**src/uspc_pkg.sv**
```systemverilog
// shared constants and types of the serial port control block
// assumes a byte address bus of eight bits and 32-bit apb data
package uspc_pkg;
	// register byte addresses
	localparam logic [7:0] USPC_ADDR_CTRL = 8'h98;
	localparam logic [7:0] USPC_ADDR_DATA = 8'h9c;
	localparam logic [7:0] USPC_ADDR_BAUD = 8'ha0;
	localparam logic [7:0] USPC_ADDR_ISTAT = 8'ha4;
	localparam logic [7:0] USPC_ADDR_IMASK = 8'ha8;
	localparam logic [7:0] USPC_ADDR_CSET = 8'hac;
	localparam logic [7:0] USPC_ADDR_CCLR = 8'hb0;
	localparam logic [7:0] USPC_ADDR_STAT = 8'hb4;
	// control field positions
	localparam int USPC_WLS = 7;
	localparam int USPC_RSV = 6;
	localparam int USPC_MFE = 5;
	localparam int USPC_REN = 4;
	localparam int USPC_TX9 = 3;
	localparam int USPC_RX9 = 2;
	localparam int USPC_TXD = 1;
	localparam int USPC_RXD = 0;
	// control reset value and writable bits
	localparam logic [7:0] USPC_CTRL_RESET = 8'h40;
	localparam logic [7:0] USPC_CTRL_WMASK = 8'hbf;
	// interrupt status bits
	localparam int USPC_IRQ_W = 3;
	localparam int USPC_IRQ_TX = 0;
	localparam int USPC_IRQ_RX = 1;
	localparam int USPC_IRQ_OVR = 2;
	localparam logic [2:0] USPC_IRQ_RESET = 3'h0;
	// pclk cycles per bit after reset
	localparam logic [15:0] USPC_BAUD_RESET = 16'h0364;
	// data bits per frame
	localparam logic [3:0] USPC_BITS8 = 4'h8;
	localparam logic [3:0] USPC_BITS9 = 4'h9;
	typedef enum logic [1:0] {
		USPC_IDLE = 2'b00,
		USPC_START = 2'b01,
		USPC_DATA = 2'b10,
		USPC_STOP = 2'b11
	} uspc_state_t;
endpackage

```
**src/uspc_tx.sv**
```systemverilog
// transmit framer: start bit, 8 or 9 data bits lsb first, stop bit
// assumes start comes as a one-cycle pulse only while busy is low
`timescale 1ns/1ps
`default_nettype none
module uspc_tx (
	input wire logic pclk, // system clock
	input wire logic presetn, // async reset, active low
	input wire logic start, // pulse: send one frame
	input wire logic [7:0] data, // byte to send
	input wire logic nine_mode, // 1: nine data bits
	input wire logic ninth, // ninth bit for nine-bit frames
	input wire logic [15:0] bit_cycles, // pclk cycles per bit
	output logic busy, // frame in progress
	output logic done, // pulse at start of stop bit
	output logic txd // serial line, idle high
);
	import uspc_pkg::*;
	uspc_state_t state, next_state;
	logic [15:0] cnt, next_cnt;
	logic [3:0] bitn, next_bitn, nbits, next_nbits;
	logic [8:0] shift, next_shift;
	logic next_done, next_txd;

	assign busy = (state != USPC_IDLE);

	// frame sequencer; the bit count is latched so a mode change mid-frame is harmless
	always_comb begin
		next_state = state;
		next_cnt = cnt;
		next_bitn = bitn;
		next_nbits = nbits;
		next_shift = shift;
		next_txd = txd;
		next_done = 1'b0;
		unique case (state)
			USPC_IDLE: begin
				next_txd = 1'b1;
				if (start) begin
					next_shift = {ninth, data};
					next_nbits = nine_mode ? USPC_BITS9 : USPC_BITS8;
					next_txd = 1'b0;
					next_cnt = bit_cycles - 16'h0001;
					next_state = USPC_START;
				end
			end
			USPC_START: begin
				if (cnt == 16'h0000) begin
					next_txd = shift[0];
					next_shift = {1'b0, shift[8:1]};
					next_bitn = 4'h1;
					next_cnt = bit_cycles - 16'h0001;
					next_state = USPC_DATA;
				end else begin
					next_cnt = cnt - 16'h0001;
				end
			end
			USPC_DATA: begin
				if (cnt == 16'h0000) begin
					next_cnt = bit_cycles - 16'h0001;
					if (bitn == nbits) begin
						next_txd = 1'b1;
						next_done = 1'b1;
						next_state = USPC_STOP;
					end else begin
						next_txd = shift[0];
						next_shift = {1'b0, shift[8:1]};
						next_bitn = bitn + 4'h1;
					end
				end else begin
					next_cnt = cnt - 16'h0001;
				end
			end
			USPC_STOP: begin
				if (cnt == 16'h0000) begin
					next_state = USPC_IDLE;
				end else begin
					next_cnt = cnt - 16'h0001;
				end
			end
		endcase
	end

	// state registers
	always_ff @(posedge pclk or negedge presetn) begin
		if (!presetn) begin
			state <= USPC_IDLE;
			cnt <= 16'h0000;
			bitn <= 4'h0;
			nbits <= USPC_BITS8;
			shift <= 9'h000;
			txd <= 1'b1;
			done <= 1'b0;
		end else begin
			state <= next_state;
			cnt <= next_cnt;
			bitn <= next_bitn;
			nbits <= next_nbits;
			shift <= next_shift;
			txd <= next_txd;
			done <= next_done;
		end
	end
endmodule
`default_nettype wire

```
**src/uspc_rx.sv**
```systemverilog
// receive framer: samples each bit at its middle, reports at stop sample
// assumes rxd is already synchronised to pclk
`timescale 1ns/1ps
`default_nettype none
module uspc_rx (
	input wire logic pclk, // system clock
	input wire logic presetn, // async reset, active low
	input wire logic rxd, // synchronised serial line
	input wire logic enable, // 1: a start bit may begin a frame
	input wire logic nine_mode, // 1: nine data bits
	input wire logic [15:0] bit_cycles, // pclk cycles per bit
	output logic done, // pulse at stop bit sample
	output logic [7:0] data, // received byte
	output logic last_bit // ninth bit, or stop bit in 8-bit frames
);
	import uspc_pkg::*;
	uspc_state_t state, next_state;
	logic [15:0] cnt, next_cnt;
	logic [3:0] bitn, next_bitn;
	logic [8:0] shift, next_shift;
	logic mode9, next_mode9, next_done, next_last;
	logic [7:0] next_data;

	// frame sequencer; enable only gates the start, a frame under way completes
	always_comb begin
		next_state = state;
		next_cnt = cnt;
		next_bitn = bitn;
		next_shift = shift;
		next_mode9 = mode9;
		next_data = data;
		next_last = last_bit;
		next_done = 1'b0;
		unique case (state)
			USPC_IDLE: begin
				if (enable && !rxd) begin
					next_mode9 = nine_mode;
					next_cnt = {1'b0, bit_cycles[15:1]};
					next_state = USPC_START;
				end
			end
			USPC_START: begin
				if (cnt != 16'h0000) begin
					next_cnt = cnt - 16'h0001;
				end else if (rxd) begin
					next_state = USPC_IDLE; // glitch, not a start bit
				end else begin
					next_bitn = 4'h0;
					next_cnt = bit_cycles - 16'h0001;
					next_state = USPC_DATA;
				end
			end
			USPC_DATA: begin
				if (cnt == 16'h0000) begin
					next_shift = {rxd, shift[8:1]};
					next_bitn = bitn + 4'h1;
					next_cnt = bit_cycles - 16'h0001;
					if (next_bitn == (mode9 ? USPC_BITS9 : USPC_BITS8)) begin
						next_state = USPC_STOP;
					end
				end else begin
					next_cnt = cnt - 16'h0001;
				end
			end
			USPC_STOP: begin
				if (cnt == 16'h0000) begin
					next_done = 1'b1;
					next_data = mode9 ? shift[7:0] : shift[8:1];
					next_last = mode9 ? shift[8] : rxd;
					next_state = USPC_IDLE;
				end else begin
					next_cnt = cnt - 16'h0001;
				end
			end
		endcase
	end

	// state registers
	always_ff @(posedge pclk or negedge presetn) begin
		if (!presetn) begin
			state <= USPC_IDLE;
			cnt <= 16'h0000;
			bitn <= 4'h0;
			shift <= 9'h000;
			mode9 <= 1'b0;
			data <= 8'h00;
			last_bit <= 1'b0;
			done <= 1'b0;
		end else begin
			state <= next_state;
			cnt <= next_cnt;
			bitn <= next_bitn;
			shift <= next_shift;
			mode9 <= next_mode9;
			data <= next_data;
			last_bit <= next_last;
			done <= next_done;
		end
	end
endmodule
`default_nettype wire

```
**src/uspc_top.sv**
```systemverilog
// serial port control: apb register file, frame filter, flags and interrupt
// assumes an apb master on pclk and a remote transceiver on tx_out / rx_in
`timescale 1ns/1ps
`default_nettype none
module uspc_top (
	input wire logic pclk, // system clock, 100 MHz
	input wire logic presetn, // async reset, active low
	input wire logic psel, // apb select
	input wire logic penable, // apb access phase
	input wire logic pwrite, // apb direction, 1 = write
	input wire logic [7:0] paddr, // apb byte address
	input wire logic [31:0] pwdata, // apb write data
	output logic [31:0] prdata, // apb read data
	output logic pready, // apb ready
	output logic pslverr, // apb error, unmapped address
	output logic irq, // interrupt request, high level
	output logic tx_out, // serial transmit line
	input wire logic rx_in // serial receive line, async
);
	import uspc_pkg::*;

	// control register and its next value
	logic [7:0] ctrl;
	logic [7:0] next_ctrl;
	// receive buffer
	logic [7:0] rx_buf;
	logic [7:0] next_rx_buf;
	logic rx_full;
	logic next_rx_full;
	// bit time and interrupt mask
	logic [15:0] baud;
	logic [15:0] next_baud;
	logic [2:0] imask;
	logic [2:0] next_imask;
	// sticky interrupt status
	logic [2:0] istat;
	logic [2:0] next_istat;
	// transmit launch
	logic tx_start;
	logic next_tx_start;
	logic [7:0] tx_byte;
	logic [7:0] next_tx_byte;
	// bus response and interrupt next values
	logic [31:0] next_prdata;
	logic next_pready;
	logic next_pslverr;
	logic next_irq;
	// pin synchroniser and framer connections
	logic rx_meta, rx_sync;
	logic tx_busy, tx_done, tx_line;
	logic rx_done, rx_last;
	logic [7:0] rx_data;
	// decoded transfers and frame events
	logic setup, wr, rd;
	logic wr_ctrl, wr_cset, wr_cclr, wr_data;
	logic wr_baud, wr_imask, rd_data, rd_istat;
	logic rx_pass, rx_take, rx_lost;

	// apb phases; a transfer completes in its first access cycle
	assign setup = psel && !penable;
	assign wr = psel && penable && pready && pwrite;
	assign rd = psel && penable && pready && !pwrite;

	// decoded transfers; each is true only in the access cycle that pready marks
	assign wr_ctrl = wr && (paddr == USPC_ADDR_CTRL);
	assign wr_cset = wr && (paddr == USPC_ADDR_CSET);
	assign wr_cclr = wr && (paddr == USPC_ADDR_CCLR);
	assign wr_data = wr && (paddr == USPC_ADDR_DATA);
	assign wr_baud = wr && (paddr == USPC_ADDR_BAUD);
	assign wr_imask = wr && (paddr == USPC_ADDR_IMASK);
	assign rd_data = rd && (paddr == USPC_ADDR_DATA);
	assign rd_istat = rd && (paddr == USPC_ADDR_ISTAT);

	// frame filter on the multidrop bit
	assign rx_pass = rx_done && (!ctrl[USPC_MFE] || rx_last);
	// a full buffer keeps the older byte and only flags the loss
	assign rx_take = rx_pass && !rx_full;
	assign rx_lost = rx_pass && rx_full;

	// two-stage synchroniser for the receive pin
	always_ff @(posedge pclk or negedge presetn) begin
		if (!presetn) begin
			rx_meta <= 1'b1;
			rx_sync <= 1'b1;
		end else begin
			rx_meta <= rx_in;
			rx_sync <= rx_meta;
		end
	end

	// transmit framer, ninth bit ignored by it in 8-bit frames
	uspc_tx u_tx (
		.pclk(pclk),
		.presetn(presetn),
		.start(tx_start),
		.data(tx_byte),
		.nine_mode(ctrl[USPC_WLS]),
		.ninth(ctrl[USPC_TX9]),
		.bit_cycles(baud),
		.busy(tx_busy),
		.done(tx_done),
		.txd(tx_line)
	);

	// receive framer, gated by receive enable
	uspc_rx u_rx (
		.pclk(pclk),
		.presetn(presetn),
		.rxd(rx_sync),
		.enable(ctrl[USPC_REN]),
		.nine_mode(ctrl[USPC_WLS]),
		.bit_cycles(baud),
		.done(rx_done),
		.data(rx_data),
		.last_bit(rx_last)
	);

	// bus response; read data is captured in the setup cycle and stands one cycle
	always_comb begin
		next_prdata = 32'h0000_0000;
		next_pready = setup;
		next_pslverr = 1'b0;
		// the set and clear aliases read back the control register
		if (setup) begin
			case (paddr)
				USPC_ADDR_CTRL: next_prdata = {24'h00_0000, ctrl};
				USPC_ADDR_CSET: next_prdata = {24'h00_0000, ctrl};
				USPC_ADDR_CCLR: next_prdata = {24'h00_0000, ctrl};
				USPC_ADDR_DATA: next_prdata = {24'h00_0000, rx_buf};
				USPC_ADDR_BAUD: next_prdata = {16'h0000, baud};
				USPC_ADDR_ISTAT: next_prdata = {29'h0000_0000, istat};
				USPC_ADDR_IMASK: next_prdata = {29'h0000_0000, imask};
				USPC_ADDR_STAT: next_prdata = {30'h0000_0000, rx_full, tx_busy};
				default: next_pslverr = 1'b1;
			endcase
		end
	end

	// bus response flip-flops; nothing of a response outlives its access cycle
	always_ff @(posedge pclk or negedge presetn) begin
		if (!presetn) begin
			prdata <= 32'h0000_0000;
			pready <= 1'b0;
			pslverr <= 1'b0;
		end else begin
			prdata <= next_prdata;
			pready <= next_pready;
			pslverr <= next_pslverr;
		end
	end

	// control register; bit six is forced so it always reads one
	always_comb begin
		next_ctrl = ctrl;
		// the two aliases change only the bits written as one
		if (wr_ctrl) begin
			next_ctrl = (pwdata[7:0] & USPC_CTRL_WMASK) | USPC_CTRL_RESET;
		end else if (wr_cset) begin
			next_ctrl = ctrl | (pwdata[7:0] & USPC_CTRL_WMASK);
		end else if (wr_cclr) begin
			next_ctrl = ctrl & ~(pwdata[7:0] & USPC_CTRL_WMASK);
		end
		// hardware sets come last so they win over a clear in the same cycle
		if (tx_done) begin
			next_ctrl[USPC_TXD] = 1'b1;
		end
		if (rx_take) begin
			next_ctrl[USPC_RX9] = rx_last;
			next_ctrl[USPC_RXD] = 1'b1;
		end
	end

	// control register flip-flop
	always_ff @(posedge pclk or negedge presetn) begin
		if (!presetn) begin
			ctrl <= USPC_CTRL_RESET;
		end else begin
			ctrl <= next_ctrl;
		end
	end

	// bit time and interrupt mask, plain read-write words
	always_comb begin
		next_baud = baud;
		next_imask = imask;
		// a bit time of zero wraps to the longest bit
		if (wr_baud) begin
			next_baud = pwdata[15:0];
		end
		if (wr_imask) begin
			next_imask = pwdata[2:0];
		end
	end

	// bit time and mask flip-flops
	always_ff @(posedge pclk or negedge presetn) begin
		if (!presetn) begin
			baud <= USPC_BAUD_RESET;
			imask <= USPC_IRQ_RESET;
		end else begin
			baud <= next_baud;
			imask <= next_imask;
		end
	end

	// transmit launch; a byte written while a frame is under way is dropped
	always_comb begin
		next_tx_start = 1'b0;
		next_tx_byte = tx_byte;
		// the pulse itself is checked too, as busy rises one cycle after it
		if (wr_data && !tx_busy && !tx_start) begin
			next_tx_start = 1'b1;
			next_tx_byte = pwdata[7:0];
		end
	end

	// transmit launch flip-flops
	always_ff @(posedge pclk or negedge presetn) begin
		if (!presetn) begin
			tx_start <= 1'b0;
			tx_byte <= 8'h00;
		end else begin
			tx_start <= next_tx_start;
			tx_byte <= next_tx_byte;
		end
	end

	// receive buffer; the full test sees the old state, so a same-cycle read loses
	always_comb begin
		next_rx_buf = rx_buf;
		next_rx_full = rx_full;
		// reading the data word empties the buffer
		if (rd_data) begin
			next_rx_full = 1'b0;
		end
		if (rx_take) begin
			next_rx_buf = rx_data;
			next_rx_full = 1'b1;
		end
	end

	// receive buffer flip-flops
	always_ff @(posedge pclk or negedge presetn) begin
		if (!presetn) begin
			rx_buf <= 8'h00;
			rx_full <= 1'b0;
		end else begin
			rx_buf <= next_rx_buf;
			rx_full <= next_rx_full;
		end
	end

	// sticky interrupt status; a read clears only the bits that it returned
	always_comb begin
		next_istat = istat;
		if (rd_istat) begin
			next_istat = istat & ~prdata[2:0];
		end
		// events come after the clear so that a set wins
		if (tx_done) begin
			next_istat[USPC_IRQ_TX] = 1'b1;
		end
		if (rx_take) begin
			next_istat[USPC_IRQ_RX] = 1'b1;
		end
		if (rx_lost) begin
			next_istat[USPC_IRQ_OVR] = 1'b1;
		end
		// level interrupt from the next values, without a cycle of lag
		next_irq = |(next_istat & next_imask);
	end

	// status and interrupt flip-flops
	always_ff @(posedge pclk or negedge presetn) begin
		if (!presetn) begin
			istat <= USPC_IRQ_RESET;
			irq <= 1'b0;
		end else begin
			istat <= next_istat;
			irq <= next_irq;
		end
	end

	// the framer's line output is already a flip-flop
	// it goes straight to the pin, idle high from reset
	assign tx_out = tx_line;
endmodule
`default_nettype wire

```
**config.mk**
```make
export PLATFORM = sky130hd
export DESIGN_NAME = uspc_top
export DESIGN_NICKNAME = d
export VERILOG_FILES = /design/src/uspc_pkg.sv /design/src/uspc_tx.sv /design/src/uspc_rx.sv /design/src/uspc_top.sv
export SDC_FILE = /design/constraint.sdc
export NUM_CORES = 1
export LEC_CHECK = 0
export BUFFER_PORTS_ARGS = -buffer_cell sky130_fd_sc_hd__buf_2
export CAP_MARGIN = 20
export CORE_MARGIN = 2
export CORE_UTILIZATION = 55
export DETAILED_ROUTE_END_ITERATION = 8
export PLACE_DENSITY = 0.75
export SETUP_SLACK_MARGIN = 0.05
export SLEW_MARGIN = 20
export SYNTH_ARGS = -nofsm -noshare
export SYNTH_HDL_FRONTEND = slang
export SYNTH_SLANG_ARGS = --single-unit
export TNS_END_PERCENT = 1
```
**constraint.sdc**
```tcl
create_clock -name pclk -period 3.45 [get_ports pclk]
set_input_delay 0.1725 -clock pclk [delete_from_list [all_inputs] [get_ports pclk]]
set_output_delay 0.1725 -clock pclk [all_outputs]
set_load 0.005 [all_outputs]
```
Yosys cells after proc, flatten, opt, wreduce, memory -nomap -nowiden
Index checks and enable logic that the tools add are counted.

Register bits after elaboration: 164. Latch bits: 0. Bits in writable memories: 0. Memory bits (read-only): 0. Input port bits: 46. Output and inout bits: 36. Logic and storage cells: 197. Memories: 0.

Add/sub/neg operators: 5. Multipliers: 0. Div/mod/pow operators: 0. Magnitude comparators: 0. Equal/unequal tests: 31. Shift operators: 0. Mux-type cells: 68. Bitwise logic cells: 6. Reductions and logical operators: 56.

Operators with widths (count): $mux 16 (8); $pmux 16 s6 (1); $eq 8x8->1 const B (8); $pmux 16 s4 (1); $pmux 16 s3 (1); $sub 16x1->16 const B (3); $mux 9 (4); $logic_not 16->1 (2); $mux 32 (1); $mux 8 (4); $pmux 9 s3 (1); $mux 4 (6); $mux 1 (23); $mux 2 (11); $logic_and 1x1->1 (19); $ne 2x1->1 const B (8); $pmux 2 s4 (2); $pmux 4 s2 (2); $reduce_bool 16->1 (1); $reduce_and 5->1 (3); $ne 2x2->1 const B (6); $reduce_and 2->1 (5); $add 4x1->4 const B (2); $and 8x8->8 (1); 21 further kinds (43).

Depth between registers and ports, before layout
Depth in word-level cells: 8. Gate-level depth with buffers: 10. Depth with buffers taken out: 8.

Modules after synthesis
From an unflattened synthesis, not the netlist that was laid out.

Cell total of the unflattened synthesis: 829. Area, all modules: 8170.3 um^2.

By module, submodules not included: uspc_top (times used 1, cells an instance 239, area an instance 2997.9 um^2, sequential area each 1736.7 um^2); uspc_rx (times used 1, cells an instance 333, area an instance 2831.5 um^2, sequential area each 1051.0 um^2); uspc_tx (times used 1, cells an instance 257, area an instance 2341.0 um^2, sequential area each 852.1 um^2).

Worst setup path before layout
Ideal clock, no wire load.

Path kind: register -> register. From: reg u_tx.cnt[0]. To: reg u_tx.shift[1]. Setup time: 0.119 ns. Data arrival time: 2.369 ns. Slack: 0.962 ns. Cell stages (with the launch flop): 10. Buffers on the path: 1. Period minus slack after synthesis: 2.488 ns. Cells stage by stage: dfrtp_1 inv_1 ha_1 or4b_1 or4_4 a21o_1 a211o_4 buf_6 nand2_1 o21ai_2.

Longest elaborated chain between the ends: 3. Elaborated cells on any way between the ends: 4. Classes of those cells: eq/ne: 2; reduce/logical: 2.

Ends and longest elaborated chain: start, declared (RTL line uspc_tx.sv:19) `logic [15:0] cnt, next_cnt;`; start signal, assigned (RTL line uspc_tx.sv:95) `cnt <= next_cnt;`; $logic_not 16->1 * (RTL line uspc_tx.sv:47, uspc_tx.sv:58); $ne 2x1->1 (no line); $reduce_and 5->1 (no line) *; end signal, assigned (RTL line uspc_tx.sv:98) `shift <= next_shift;`; end, declared (RTL line uspc_tx.sv:21) `logic [8:0] shift, next_shift;`.

Every way passes the cells marked *; elsewhere a longest branch is shown, timed or not. A chain may end at the register's enable or synchronous reset.

Final worst setup path
From: reg u_tx.cnt[0]. To: reg u_tx.cnt[15].

Longest elaborated chain between the ends: 3. Elaborated cells on any way between the ends: 7. Classes of those cells: add/sub: 1; eq/ne: 1; mux: 3; reduce/logical: 2.

Ends and longest elaborated chain: $sub 16x1->16 / $logic_not 16->1 (equally long branches); $mux 16 (tied with other cells) (RTL line uspc_tx.sv:74) `if (cnt == 16'h0000) begin`; $pmux 16 s3 / $reduce_and 2->1 (equally long branches).

Several ways; a longest one is shown, not always the timed one. The select of a mux whose other input is x is not followed.

==> results.cfg <==
[critical_path]
slowest_stage = sky130_fd_sc_hd__or4_4
critical_path.max_stage_delay_ns = 0.56
endpoint_kind = flop
timing_worst_setup_path_type = reg -> reg
setup.worst_path.start_class = flop
critPathRequiredTime_ns = 3.77
worstReg2RegEnd = u_tx.cnt[15]
critical_path.max_fanout = 30
crit_buf_inv = 2
timing.critical_path.cells = inv_1 > ha_1 > or4b_1 > or4_4 > a31oi_2 > buf_4 > nor4_1 > a21o_1 > a22o_1
flop_to_flop_setup_slack_ns = 0.65
rr_startpoint = u_tx.cnt[0]
critical_path.top_delay_family = simple AND/OR/NAND/NOR gates
worst_ep_arrival_time_ns = 3.12
cell_count_of_the_worst_reg_to_reg_path = 9

[synth]
post_synth_fa_ha_maj_area_fraction = 0.0178
synthesis.instances = 808
synth_top_area_frac = 0.439
synth-compound-area-share = 0.167
synth_area_um2 = 7750
synth_enable_flop_cells = 0
share_of_flip_flops_with_an_asynchronous_set_or_reset = 1.00
cell_types_occupying_the_most_area_after_synthesis = sky130_fd_sc_hd__dfrtp_1 44%, sky130_fd_sc_hd__mux2_2 5.4%, sky130_fd_sc_hd__nand2_1 5.0%, sky130_fd_sc_hd__o21ai_0 3.6%, sky130_fd_sc_hd__dfstp_2 3.1%
netlist.top_cell.by_area = sky130_fd_sc_hd__dfrtp_1
synth.yosys.seq_area_share = 0.470
yosys_most_used_dff = sky130_fd_sc_hd__dfrtp_1
avgSynthCellArea_um2 = 9.59
synth_top_family_by_area = simple AND/OR/NAND/NOR gates
synthMuxAreaShare = 0.0770
unique_masters_post_synth = 66
share_of_the_synthesized_netlist_area_taken_by_xor_and_xnor_gates = 0.0305
synth_simple_gate_area_frac = 0.190
postSynthRegisterBits = 145
yosys_warnings = 0

[clock_tree]
tritoncts_num_sinks = 145
cts-htree-levels = 4
tritoncts.num_buffers = 17
cts.path.max_buffers = 2
worst_skew_pair.late_latency_ns = 0.43
clk_pin_slew_ns = 0.06
cts_root_buffer = sky130_fd_sc_hd__clkbuf_16
tritoncts = built
cts_resized = 0

[grt]
grt_usage = 0.277
first_global_vias = 6251
grt_start_max_net_pins = 107
antenna_found_initial = 0
grt_pass1_wl_um = 32100
grt_overflow = 0

[layout]
post_route_cells_drive_above_1_share = 0.180
final.fill_count = 1154
regArea_um2 = 3640
area_of_the_multi_input_gates_um2 = 3810
antennaDiodeCount = 0
layout-area-overhead-vs-synth_pct = 13.4
layout.nets = 916

[die]
die_area_um2 = 15100
coreArea_um2 = 13800
top_level_ports = 82
initial_core_utilization = 0.560
die_width_um = 123
die_height_um = 123
rows = 43

[timing]
worst_pin_slew_ns = 0.955
timing.final.max_slew_violations = 0
fin_crit_sh = 0.813
fmax_ghz = 0.357
timing.max_slew.rel_slack = 0.363
final_period_minus_worst_setup_slack_ns = 2.80
fin_setup_tns_ns = 0
rsz0062_at_grt = no
report.final.setup_viol = 0
fin_skew_ns = 0.0133
report.final.hold_viol_count = 0

[routing]
drt.antenna.violating_nets = 0
routed-via-count = 6517
firstDrtPassIters = 6
wl_per_cell_um = 18.8
drt_iter0_drc = 650
routed_wl_um = 19800
vias_per_std_cell = 6.19
detail_route.drc_violations = 0

[power_and_ir_drop]
post-layout-total-power_mw = 5.95
max-vdd-ir-drop_mv = 0.374
static-leakage-power_nw = 4.09
power_per_cell_area_nw_per_um2 = 678

[min_path]
min-delay-path-class = in -> reg
worstHoldStart = pwdata[7]
hold_depth = 3

[outcome]
outcome = completed

[placement]
place.gp.congestion = 0.911
buffer_ports.inserted = 49
dp_hpwl_um = 14000

[run]
maxCapViolations = 0
## worst max-delay path by stage
stage               cells past startpoint  slack, ns            end         start
floorplan                               9       0.96  u_tx.shift[1]   u_tx.cnt[0]
global placement                        7       0.74   u_tx.cnt[15]  u_tx.cnt[12]
detailed placement                      6       0.69   u_tx.cnt[12]  u_tx.cnt[12]
CTS                                     6       0.66   u_tx.cnt[12]  u_tx.cnt[12]
global route                            8       0.53   u_tx.cnt[12]   u_tx.cnt[0]
finish                                  9       0.65   u_tx.cnt[15]   u_tx.cnt[0]
## stage by stage
step                       util  cell area (um^2)  hold WS [ns]  worst slack [ns]  std cells
after floorplan               -              7800        -0.123             0.962        823
after global placement    0.587              8120         0.280             0.740       1010
after detailed placement  0.587              8120         0.280             0.686       1010
after CTS                 0.634              8770       0.00629             0.662       1052
after global routing      0.635              8780       0.00711             0.528       1052
final                     0.635              8780       0.00717             0.646       1052
## what timing repair did
| item | CTS | global route |
|---|---|---|
| hold endpoints to repair | 108 | 0 |
| buffers inserted | 0 | 0 |
| hold buffers | 10 | 0 |
## registers in the layout, indices dropped and copies added (netlist names), 4 cells and up, named ones only
name / count
u_tx.cnt: 16
prdata: 16
u_tx.bitn: 4
rx_buf: 8
u_rx.data: 8
u_tx.shift: 9
baud: 16
u_rx.cnt: 16
u_rx.shift: 9
u_rx.bitn: 4
tx_byte: 8
## metal layers
| metal | GRT usage | share of wire |
|---|---|---|
| met5 | 0 | 0 |
| met1 | 0.373 | 0.43 |
| met4 | 0.0963 | 0.021 |
| met2 | 0.445 | 0.48 |
| met3 | 0.0572 | 0.063 |
## worst reg2reg max path, cell delays in order (launching register included)
cell and delay, ns:
sky130_fd_sc_hd__dfrtp_1 0.41, sky130_fd_sc_hd__inv_1 0.11, sky130_fd_sc_hd__ha_1 0.16, sky130_fd_sc_hd__or4b_1 0.48, sky130_fd_sc_hd__or4_4 0.56, sky130_fd_sc_hd__a31oi_2 0.20
sky130_fd_sc_hd__buf_4 0.30, sky130_fd_sc_hd__nor4_1 0.09, sky130_fd_sc_hd__a21o_1 0.16, sky130_fd_sc_hd__a22o_1 0.22
## synthesized netlist by cell type (5+ instances only)
library cell / number
sky130_fd_sc_hd__dfstp_2: 9
sky130_fd_sc_hd__nor2_1: 56
sky130_fd_sc_hd__a222oi_1: 10
sky130_fd_sc_hd__nand2_1: 103
sky130_fd_sc_hd__o21ai_0: 55
sky130_fd_sc_hd__nand3_1: 11
sky130_fd_sc_hd__nor3b_1: 5
sky130_fd_sc_hd__and3_1: 14
sky130_fd_sc_hd__o22ai_1: 12
sky130_fd_sc_hd__a21oi_1: 36
sky130_fd_sc_hd__buf_4: 18
sky130_fd_sc_hd__inv_1: 19
sky130_fd_sc_hd__nor3_1: 29
sky130_fd_sc_hd__a31oi_1: 12
sky130_fd_sc_hd__ha_1: 11
sky130_fd_sc_hd__or3_1: 8
sky130_fd_sc_hd__nand2b_1: 7
sky130_fd_sc_hd__buf_2: 7
sky130_fd_sc_hd__or4_1: 9
sky130_fd_sc_hd__a21o_1: 7
sky130_fd_sc_hd__mux2i_1: 18
sky130_fd_sc_hd__a22oi_1: 6
sky130_fd_sc_hd__mux2_2: 37
sky130_fd_sc_hd__a22o_1: 17
sky130_fd_sc_hd__nor4_1: 14
sky130_fd_sc_hd__xor2_1: 10
sky130_fd_sc_hd__o21ai_1: 10
sky130_fd_sc_hd__xnor2_1: 17
sky130_fd_sc_hd__clkbuf_1: 32
sky130_fd_sc_hd__nor2b_1: 9
sky130_fd_sc_hd__dfrtp_1: 136
sky130_fd_sc_hd__o31ai_1: 5
## final cells by class
cell class | count | area share
timing repair buffer | 75 | 0.0551
sequential | 145 | 0.414
multi-input combinational | 601 | 0.433
clock inverter | 13 | 0.0130
tap | 180 | 0.0256
clock buffer | 19 | 0.0504
inverter | 19 | 0.00812
## cells by family (layout without fill, tap and decap cells)
kind of cell	after synthesis	count (layout)
buf+inv	77	126
other cells	1	16
simple gates	294	294
compound gates	198	198
fa+ha+maj	11	11
xor+xnor	27	27
flops	145	145
mux	55	55
## layout by cell type (no fill, tap or decap), types with 4 or more instances in the layout
cell type / count
sky130_fd_sc_hd__dfstp_2: 9
sky130_fd_sc_hd__ha_1: 11
sky130_fd_sc_hd__a22oi_1: 6
sky130_fd_sc_hd__nor3b_1: 5
sky130_fd_sc_hd__nor3_1: 29
sky130_fd_sc_hd__mux2i_1: 18
sky130_fd_sc_hd__nand3_1: 11
sky130_fd_sc_hd__dlygate4sd3_1: 10
sky130_fd_sc_hd__or4_1: 9
sky130_fd_sc_hd__nor4_1: 14
sky130_fd_sc_hd__xor2_1: 10
sky130_fd_sc_hd__nand2_1: 103
sky130_fd_sc_hd__buf_4: 15
sky130_fd_sc_hd__buf_2: 48
sky130_fd_sc_hd__a21oi_1: 34
sky130_fd_sc_hd__a222oi_1: 10
sky130_fd_sc_hd__and3_1: 14
sky130_fd_sc_hd__a21o_1: 7
sky130_fd_sc_hd__o21ai_0: 55
sky130_fd_sc_hd__o21ai_1: 10
sky130_fd_sc_hd__dfrtp_1: 136
sky130_fd_sc_hd__mux2_2: 37
sky130_fd_sc_hd__inv_6: 8
sky130_fd_sc_hd__o31ai_1: 5
sky130_fd_sc_hd__nand2b_1: 7
sky130_fd_sc_hd__clkbuf_16: 17
sky130_fd_sc_hd__o32ai_1: 4
sky130_fd_sc_hd__a31oi_1: 12
sky130_fd_sc_hd__conb_1: 16
sky130_fd_sc_hd__xnor2_1: 17
sky130_fd_sc_hd__inv_1: 19
sky130_fd_sc_hd__a22o_1: 17
sky130_fd_sc_hd__nand4_1: 4
sky130_fd_sc_hd__o22ai_1: 12
sky130_fd_sc_hd__nor2b_1: 9
sky130_fd_sc_hd__or3_1: 8
sky130_fd_sc_hd__nor2_1: 56
## report_power, final
| part | switching, mW | internal, mW |
|---|---|---|
| registers | 0.251 | 1.91 |
| logic | 1.23 | 0.813 |
| clock network | 0.782 | 0.963 |
No activity file was read; power rests on OpenSTA's default activity.
